### src/intc_pkg.sv
// Constants, register map and state types of the vectored interrupt controller.
package intc_pkg;
    localparam int NUM_SRC = 96;
    localparam int NUM_FLAG_REGS = 6;
    localparam int NUM_PRIO_REGS = 24;
    localparam int SRC_PER_PRIO = 4;
    localparam int NUM_EXT = 5;
    localparam int NUM_TRAP = 4;
    localparam int ADDR_W = 8;
    localparam int DATA_W = 16;
    localparam int VEC_W = 7;
    localparam int LVL_W = 4;
    localparam int PRIO_W = 3;
    localparam int VADDR_W = 24;

    localparam logic [ADDR_W-1:0] FLAG_BASE = 8'h00;
    localparam logic [ADDR_W-1:0] EN_BASE = 8'h08;
    localparam logic [ADDR_W-1:0] PRIO_BASE = 8'h10;
    localparam logic [ADDR_W-1:0] CTRL1_ADDR = 8'h30;
    localparam logic [ADDR_W-1:0] CTRL2_ADDR = 8'h31;
    localparam logic [ADDR_W-1:0] PEND_ADDR = 8'h32;
    localparam logic [ADDR_W-1:0] STATUS_ADDR = 8'h33;
    localparam logic [ADDR_W-1:0] CORE_ADDR = 8'h34;

    localparam int NEST_DIS_BIT = 15;
    localparam int TRAP_LSB = 1;
    localparam int ALT_SEL_BIT = 15;
    localparam int IPL_LSB = 5;
    localparam int CPU_PRIORITY_HIGH_BIT_BIT = 3;
    localparam int PEND_LVL_LSB = 8;

    localparam logic [VADDR_W-1:0] PRIMARY_BASE = 24'h000014;
    localparam logic [VADDR_W-1:0] ALT_OFFSET = 24'h000100;
    localparam logic [2:0] IPL_BLOCK_ALL = 3'h7;

    // External pin k feeds the source with this vector number.
    localparam logic [NUM_EXT-1:0][VEC_W-1:0] EXT_VEC = {7'h36, 7'h35, 7'h1d, 7'h14, 7'h00};

    typedef struct packed {
        logic [ADDR_W-1:0] addr;
        logic [DATA_W-1:0] wdata;
        logic wr;
        logic rd;
    } reg_req_t;

    typedef struct packed {
        logic [NUM_SRC-1:0] flags;
        logic [NUM_SRC-1:0] en;
        logic [NUM_SRC*PRIO_W-1:0] prio;
        logic nest_dis;
        logic [NUM_TRAP-1:0] trap;
        logic alt_sel;
        logic [NUM_EXT-1:0] ext_pol;
        logic [2:0] cpu_priority_low_bits;
        logic cpu_priority_high_bit;
        logic [VEC_W-1:0] vec_num;
        logic [LVL_W-1:0] pend_lvl;
        logic irq;
        logic [VADDR_W-1:0] vec_addr;
        logic [DATA_W-1:0] rd_data;
        logic [NUM_EXT-1:0] ext_s1;
        logic [NUM_EXT-1:0] ext_s2;
        logic [NUM_EXT-1:0] ext_d;
    } intc_state_t;

    localparam intc_state_t STATE_RST = '0;
endpackage

### src/intc_top.sv
// Vectored priority interrupt controller with register port.
`timescale 1ns/1ps
`default_nettype none
module intc_top (
    input wire logic mclk_in,
    input wire logic rst_in,
    input wire intc_pkg::reg_req_t req_in,
    input wire logic [intc_pkg::NUM_SRC-1:0] src_req_in,
    input wire logic [intc_pkg::NUM_EXT-1:0] ext_pin_in,
    input wire logic [intc_pkg::NUM_TRAP-1:0] trap_event_in,
    input wire logic cpu_priority_high_bit_set_in,
    output logic [intc_pkg::DATA_W-1:0] rd_data_out,
    output logic irq_out,
    output logic [intc_pkg::VEC_W-1:0] vec_num_out,
    output logic [intc_pkg::LVL_W-1:0] pend_level_out,
    output logic [intc_pkg::VADDR_W-1:0] vec_addr_out,
    output logic [intc_pkg::LVL_W-1:0] cpu_level_out,
    output logic nest_dis_out
);
    intc_pkg::intc_state_t st_r;
    intc_pkg::intc_state_t st_nxt;
    logic [intc_pkg::NUM_SRC-1:0] ext_set;
    logic [intc_pkg::NUM_EXT-1:0] ext_edge;
    logic [intc_pkg::LVL_W-1:0] cpu_lvl;

    assign cpu_lvl = {st_r.cpu_priority_high_bit, st_r.cpu_priority_low_bits};

    // Synchronised pin edges, polarity chosen per pin.
    genvar g;
    generate
        for (g = 0; g < intc_pkg::NUM_EXT; g++) begin : g_ext
            assign ext_edge[g] = st_r.ext_pol[g] ? (st_r.ext_d[g] & ~st_r.ext_s2[g]) :
                                 (~st_r.ext_d[g] & st_r.ext_s2[g]);
        end
        for (g = 0; g < intc_pkg::NUM_SRC; g++) begin : g_src
            always_comb begin
                ext_set[g] = 1'b0;
                for (int k = 0; k < intc_pkg::NUM_EXT; k++) begin
                    if (intc_pkg::EXT_VEC[k] == 7'(g)) begin
                        ext_set[g] = ext_edge[k];
                    end
                end
            end
        end
    endgenerate

    always_comb begin
        logic [intc_pkg::DATA_W-1:0] rv;
        logic found;
        logic [intc_pkg::PRIO_W-1:0] best_lvl;
        logic [intc_pkg::VEC_W-1:0] best_idx;
        logic [intc_pkg::PRIO_W-1:0] p;
        logic [intc_pkg::VADDR_W-1:0] base;
        rv = '0;
        found = 1'b0;
        best_lvl = '0;
        best_idx = '0;
        p = '0;
        base = '0;
        st_nxt = st_r;

        st_nxt.ext_s1 = ext_pin_in;
        st_nxt.ext_s2 = st_r.ext_s1;
        st_nxt.ext_d = st_r.ext_s2;

        if (req_in.wr) begin
            for (int r = 0; r < intc_pkg::NUM_FLAG_REGS; r++) begin
                if (req_in.addr == intc_pkg::FLAG_BASE + 8'(r)) begin
                    st_nxt.flags[r*intc_pkg::DATA_W +: intc_pkg::DATA_W] = req_in.wdata;
                end
                if (req_in.addr == intc_pkg::EN_BASE + 8'(r)) begin
                    st_nxt.en[r*intc_pkg::DATA_W +: intc_pkg::DATA_W] = req_in.wdata;
                end
            end
            for (int r = 0; r < intc_pkg::NUM_PRIO_REGS; r++) begin
                if (req_in.addr == intc_pkg::PRIO_BASE + 8'(r)) begin
                    for (int k = 0; k < intc_pkg::SRC_PER_PRIO; k++) begin
                        st_nxt.prio[(r*intc_pkg::SRC_PER_PRIO+k)*intc_pkg::PRIO_W +:
                                    intc_pkg::PRIO_W] = req_in.wdata[k*4 +: 3];
                    end
                end
            end
            if (req_in.addr == intc_pkg::CTRL1_ADDR) begin
                st_nxt.nest_dis = req_in.wdata[intc_pkg::NEST_DIS_BIT];
                st_nxt.trap = req_in.wdata[intc_pkg::TRAP_LSB +: intc_pkg::NUM_TRAP];
            end
            if (req_in.addr == intc_pkg::CTRL2_ADDR) begin
                st_nxt.alt_sel = req_in.wdata[intc_pkg::ALT_SEL_BIT];
                st_nxt.ext_pol = req_in.wdata[intc_pkg::NUM_EXT-1:0];
            end
            if (req_in.addr == intc_pkg::STATUS_ADDR && !st_r.nest_dis) begin
                st_nxt.cpu_priority_low_bits = req_in.wdata[intc_pkg::IPL_LSB +: 3];
            end
            if (req_in.addr == intc_pkg::CORE_ADDR && !req_in.wdata[intc_pkg::CPU_PRIORITY_HIGH_BIT_BIT]) begin
                st_nxt.cpu_priority_high_bit = 1'b0;
            end
        end

        // Hardware events are ORed in after the writes so a set beats a clear.
        st_nxt.flags = st_nxt.flags | src_req_in | ext_set;
        st_nxt.trap = st_nxt.trap | trap_event_in;
        if (cpu_priority_high_bit_set_in) begin
            st_nxt.cpu_priority_high_bit = 1'b1;
        end

        // Descending scan with >= leaves the lowest vector on a tie.
        for (int i = intc_pkg::NUM_SRC - 1; i >= 0; i--) begin
            p = st_r.prio[i*intc_pkg::PRIO_W +: intc_pkg::PRIO_W];
            if (st_r.flags[i] && st_r.en[i] && ({1'b0, p} > cpu_lvl) &&
                (!found || p >= best_lvl)) begin
                found = 1'b1;
                best_lvl = p;
                best_idx = 7'(i);
            end
        end
        st_nxt.irq = found;
        if (found) begin
            st_nxt.vec_num = best_idx;
            st_nxt.pend_lvl = {1'b0, best_lvl};
            base = intc_pkg::PRIMARY_BASE + {16'h0000, best_idx, 1'b0};
            st_nxt.vec_addr = st_r.alt_sel ? base + intc_pkg::ALT_OFFSET : base;
        end

        for (int r = 0; r < intc_pkg::NUM_FLAG_REGS; r++) begin
            if (req_in.addr == intc_pkg::FLAG_BASE + 8'(r)) begin
                rv = st_r.flags[r*intc_pkg::DATA_W +: intc_pkg::DATA_W];
            end
            if (req_in.addr == intc_pkg::EN_BASE + 8'(r)) begin
                rv = st_r.en[r*intc_pkg::DATA_W +: intc_pkg::DATA_W];
            end
        end
        for (int r = 0; r < intc_pkg::NUM_PRIO_REGS; r++) begin
            if (req_in.addr == intc_pkg::PRIO_BASE + 8'(r)) begin
                for (int k = 0; k < intc_pkg::SRC_PER_PRIO; k++) begin
                    rv[k*4 +: 3] = st_r.prio[(r*intc_pkg::SRC_PER_PRIO+k)*intc_pkg::PRIO_W +:
                                             intc_pkg::PRIO_W];
                end
            end
        end
        if (req_in.addr == intc_pkg::CTRL1_ADDR) begin
            rv[intc_pkg::NEST_DIS_BIT] = st_r.nest_dis;
            rv[intc_pkg::TRAP_LSB +: intc_pkg::NUM_TRAP] = st_r.trap;
        end
        if (req_in.addr == intc_pkg::CTRL2_ADDR) begin
            rv[intc_pkg::ALT_SEL_BIT] = st_r.alt_sel;
            rv[intc_pkg::NUM_EXT-1:0] = st_r.ext_pol;
        end
        if (req_in.addr == intc_pkg::PEND_ADDR) begin
            rv[intc_pkg::PEND_LVL_LSB +: intc_pkg::LVL_W] = st_r.pend_lvl;
            rv[intc_pkg::VEC_W-1:0] = st_r.vec_num;
        end
        if (req_in.addr == intc_pkg::STATUS_ADDR) begin
            rv[intc_pkg::IPL_LSB +: 3] = st_r.cpu_priority_low_bits;
        end
        if (req_in.addr == intc_pkg::CORE_ADDR) begin
            rv[intc_pkg::CPU_PRIORITY_HIGH_BIT_BIT] = st_r.cpu_priority_high_bit;
        end
        // Unmapped addresses read as zero; read data lasts one cycle only.
        st_nxt.rd_data = req_in.rd ? rv : '0;
    end

    always_ff @(posedge mclk_in) begin
        if (rst_in) begin
            st_r <= intc_pkg::STATE_RST;
        end else begin
            st_r <= st_nxt;
        end
    end

    assign rd_data_out = st_r.rd_data;
    assign irq_out = st_r.irq;
    assign vec_num_out = st_r.vec_num;
    assign pend_level_out = st_r.pend_lvl;
    assign vec_addr_out = st_r.vec_addr;
    assign cpu_level_out = cpu_lvl;
    assign nest_dis_out = st_r.nest_dis;

    a_flag_sticky: assert property (@(posedge mclk_in) disable iff (rst_in)
        (st_r.flags[0] && !(req_in.wr && req_in.addr == intc_pkg::FLAG_BASE)) |=> st_r.flags[0])
        else $error("request flag dropped without a clear");

    a_src_sets_flag: assert property (@(posedge mclk_in) disable iff (rst_in)
        src_req_in[3] |=> st_r.flags[3])
        else $error("source event did not set its flag");

    a_none_enabled: assert property (@(posedge mclk_in) disable iff (rst_in)
        !(|(st_r.flags & st_r.en)) |=> !st_r.irq)
        else $error("request raised with nothing enabled");

    a_level_above_cpu: assert property (@(posedge mclk_in) disable iff (rst_in)
        st_r.irq |-> (st_r.pend_lvl > $past(cpu_lvl)))
        else $error("request not above cpu level");

    a_block_at_seven: assert property (@(posedge mclk_in) disable iff (rst_in)
        (st_r.cpu_priority_low_bits == intc_pkg::IPL_BLOCK_ALL) |=> !st_r.irq)
        else $error("user request at cpu level seven");

    a_vector_address: assert property (@(posedge mclk_in) disable iff (rst_in)
        st_r.irq |-> (st_r.vec_addr == intc_pkg::PRIMARY_BASE + {16'h0000, st_r.vec_num, 1'b0} +
                      ($past(st_r.alt_sel) ? intc_pkg::ALT_OFFSET : 24'h000000)))
        else $error("vector address does not match vector number");

    a_cpu_priority_high_bit_no_set: assert property (@(posedge mclk_in) disable iff (rst_in)
        (!st_r.cpu_priority_high_bit && !cpu_priority_high_bit_set_in) |=> !st_r.cpu_priority_high_bit)
        else $error("fourth level bit set without hardware cause");

    a_ipl_locked: assert property (@(posedge mclk_in) disable iff (rst_in)
        (st_r.nest_dis && req_in.wr && req_in.addr == intc_pkg::STATUS_ADDR) |=>
        (st_r.cpu_priority_low_bits == $past(st_r.cpu_priority_low_bits)))
        else $error("level bits changed while nesting disabled");

    a_trap_sets: assert property (@(posedge mclk_in) disable iff (rst_in)
        trap_event_in[2] |=> st_r.trap[2])
        else $error("address trap did not set its flag");

    a_ext_rise: assert property (@(posedge mclk_in) disable iff (rst_in)
        ($rose(ext_pin_in[0]) && !st_r.ext_pol[0] && !req_in.wr) ##1 (!req_in.wr)[*2] |->
        ##[0:1] st_r.flags[0])
        else $error("rising edge on pin zero not flagged");
endmodule
`default_nettype wire

### config.mk
export PLATFORM = sky130hd
export DESIGN_NAME = intc_top
export DESIGN_NICKNAME = d
export VERILOG_FILES = /design/src/intc_pkg.sv /design/src/intc_top.sv
export SDC_FILE = /design/constraint.sdc
export NUM_CORES = 2
export LEC_CHECK = 0
export BUFFER_PORTS_ARGS = -buffer_cell sky130_fd_sc_hd__buf_4
export CAP_MARGIN = 0
export CORE_UTILIZATION = 55
export CTS_CLUSTER_DIAMETER = 200
export CTS_CLUSTER_SIZE = 24
export DETAILED_ROUTE_END_ITERATION = 8
export PLACE_DENSITY = 0.7
export SYNTH_ARGS = -nofsm -noshare
export SYNTH_HDL_FRONTEND = slang
export SYNTH_SLANG_ARGS = --single-unit
### constraint.sdc
create_clock -name mclk_in -period 240.8 [get_ports mclk_in]
set_input_delay 0 -clock mclk_in [delete_from_list [all_inputs] [get_ports mclk_in]]
set_output_delay 0 -clock mclk_in [all_outputs]
set_load 0.1 [all_outputs]
==> results by group <==
Final layout
  – Commonest non-fill, non-tap cell in the layout: nand2_1
  – Fin cells: 7510
  – Share of layout cells above drive strength 1: 0.0698
  – Layout area overhead: 9.17%
  – Most frequent cells in the layout: nand2_1 (1174), a21oi_1 (674), dfxtp_1 (543), ha_1 (489), nor2_1 (367)
  – Util after Layout: 0.610
  – # nets final: 7053

Clock tree
  – TritonCTS clock tree: built
  – TritonCTS Buffers: 26
  – H-tree levels: 1
  – Clock Sinks: 545
  – Clk Latency, worst-skew pair: 650 ps
  – Clock slew at reported path FFs: 110 ps
  – CTS max path bufs: 3
  – Root Buffer: clkbuf_16

Pwr
  – Pint: 0.000116 W
  – Sw frac: 0.281
  – Clock share of power: 0.320
  – Share of power burned in registers: 0.582
  – Leak Pwr: 19.0 nW
  – P per Cell Area: 3.21 mW/mm^2
  – Gate power share: 0.098
  – Total power: 0.000162 W
  – Net Sw Power: 0.0000455 W
  – IR drop worst, VDD: 0.00560 mV

Floorplan
  – Die H: 292 um
  – FP Rows: 105
  – Core Region: 0.0826 mm^2
  – Die area: 0.0851 mm^2
  – Die X: 292 um
  – Boundary Pins: 191
  – Initial Utilization: 0.559

STA
  – Slew headroom: 0.0509
  – Clk_skew: 23.5 ps
  – Max Freq: 6.73 MHz
  – Crit share post-route: 0.617
  – Worst-margin pin slew: 1420 ps
  – Final min period: 148670 ps
  – Slew Limit Fails: 0
  – TNS Setup: 0 ps
  – RSZ-0062 raised after global routing: no
  – Final setup fails: 0
  – Final hold vios: 0

Placement
  – Final GP Congestion: 1.08
  – Final HPWL DP: 162 mm
  – Dpl cells: 7298
  – IO buf count: 174

Routing
  – Final WL: 217 mm
  – DRC violations left: 0
  – Pre-antenna DRT Iters: 9
  – Via count: 52400
  – Avg Vias per Cell: 6.98
  – Initial DRC count: 7157
  – Per-cell routed wire length: 28.9 um
  – Post-DRT Antenna Nets: 0

Critical path
  – CP Class: flop to flop
  – Crit Path Max Fanout: 15
  – Crit-path slowest cell: a222oi_1
  – CP Data Required Time: 241310 ps
  – Arr. time, crit path: 149170 ps
  – R2R Setup Slk: 92130 ps
  – CP startpoint kind: flop
  – Most frequent CP cell: ha_1
  – CP max stage delay: 880 ps
  – Crit end category: flop

Synthesis
  – Async S/R FF share, synth: 0
  – Synth area leaders: dfxtp_1 (24%), ha_1 (13%), nand2_1 (9.5%)
  – Number of library cell types mapped by synthesis: 127
  – Synth top area share: 0.236
  – Synth warn: 0
  – Count of flip-flops with a built-in enable after synthesis: 0
  – Top_reg_cell synth: dfxtp_1
  – Dominant cell type by area after synthesis: dfxtp_1
  – Syn_area_per_cell: 7.31 um^2
  – Seq/Total Area, Yosys: 0.236
  – Synth Cell Area: 0.0462 mm^2
  – Synth Register Bits: 545
  – Post-Synthesis Cells: 6315

Status
  – Status: completed

Global route
  – Largest net degree at the start of global routing: 157
  – Initial antenna violation count: 19
  – Vias in the first global route: 47400
  – Gr usage total: 0.489
  – First-pass GRT wire length: 314 mm
  – Gr ovfl total: 0

Run
  – Max-Cap Viols: 0

Min path
  – Hold crit path type: input port to flop
-- layer usage --
layer	part of all wire	global-route usage
met5	0.00063	0
met3	0.14	0.141
met4	0.083	0.319
met1	0.37	0.624
met2	0.40	0.715
-- through the flow --
stage	setup slack, ps	hold slack [ps]	area [um^2]
after detailed placement	94830	214	48000
after global placement	98600	207	48000
after global routing	80600	157	50400
final	92130	138	50400
after CTS	94220	124	50400
after floorplan	109020	117	46200
-- flip-flops by register name (all words and copies together), names as in the netlist --
register / count
cpu_level_out: 4
irq_out: 1
nest_dis_out: 1
pend_level_out: 3
rd_data_out: 16
st_nxt: 10
st_r: 495
vec_addr_out: 8
vec_num_out: 7
-- timing repair --
| item | 4_1_cts | 5_1_grt |
|---|---|---|
| hold buffers | 174 | 0 |
| buffers inserted | 0 | 0 |
| gates resized for setup | 0 | 0 |
| endpoints found under the hold margin | 434 | 0 |
-- final timing paths --
check,from,endpoint,cells after the start
max,cpu_level_out[2]$_SDFFE_PP0P_,vec_addr_out[6]$_SDFFE_PP0P_,653
min,src_req_in[22],st_r[488]$_SDFF_PP0_,4
max reg2reg,cpu_level_out[2]$_SDFFE_PP0P_,vec_addr_out[6]$_SDFFE_PP0P_,653
min reg2reg,st_nxt[6]$_SDFF_PP0_,st_nxt[1]$_SDFF_PP0_,1
-- Yosys cell counts (21+ instances only) --
cell type  count
ha_1         489
o31ai_1       42
a222oi_1      22
nor3_1        76
mux2_2        38
dfxtp_1      545
buf_4         59
and2_1        79
nand3_1       99
a22o_1        30
a21o_1       102
a211oi_1     115
o31a_1        23
a22oi_1       94
and3_1        96
nand2b_1     122
o21a_1        90
o211a_1       28
inv_1        352
nand3b_1      91
a31oi_1      138
o21ai_0      248
mux2i_1       34
o21ai_1       23
nor4_1        27
o211ai_1      47
nor2_1       375
a311oi_1      63
clkbuf_1     278
or3_1         24
nand2_1     1174
maj3_1        24
nand4_1       45
a221oi_1      53
nor2b_1      101
a21boi_0      21
a21oi_1      674
-- layout make-up --
cell class | count | area [um^2]
antenna | 9 | 22.5
inverter | 353 | 1330
sequential | 545 | 10900
timing repair buffer | 422 | 3610
tap | 1070 | 1340
clock buffer | 27 | 654
multi-input combinational | 5082 | 32500
fill | 7420 | 32200
clock inverter | 2 | 25.0
-- worst max-delay path, delay by kind of cell, from the launching register on --
| family | cells | cell delay (ps) |
|---|---|---|
| AOI/OAI and AO/OA | 282 | 70580 |
| adders and majority gates | 121 | 33470 |
| and+or+nand+nor | 202 | 31970 |
| muxes | 26 | 9570 |
| buffers and inverters | 21 | 2120 |
| DFF | 1 | 470 |
| xor gates and xnor gates | 1 | 70 |
-- power groups by stage --
stage | clock network (W) | logic (W) | registers, W
floorplan | 0 | 0.00000703 | 0.0000944
global placement | 0 | 0.0000122 | 0.0000958
detailed placement | 0 | 0.0000123 | 0.0000959
CTS | 0.0000508 | 0.0000147 | 0.0000938
global route | 0.0000537 | 0.0000160 | 0.0000940
finish | 0.0000518 | 0.0000159 | 0.0000942
-- kinds of logic after synthesis --
group,synth area share
buf+inv,0.0623
xor+xnor,0.000190
mux,0.0170
other cells,0.0000812
compound gates,0.299
fa+ha+maj,0.138
flops,0.236
simple gates,0.247
Power figures use the tool's default switching activity.
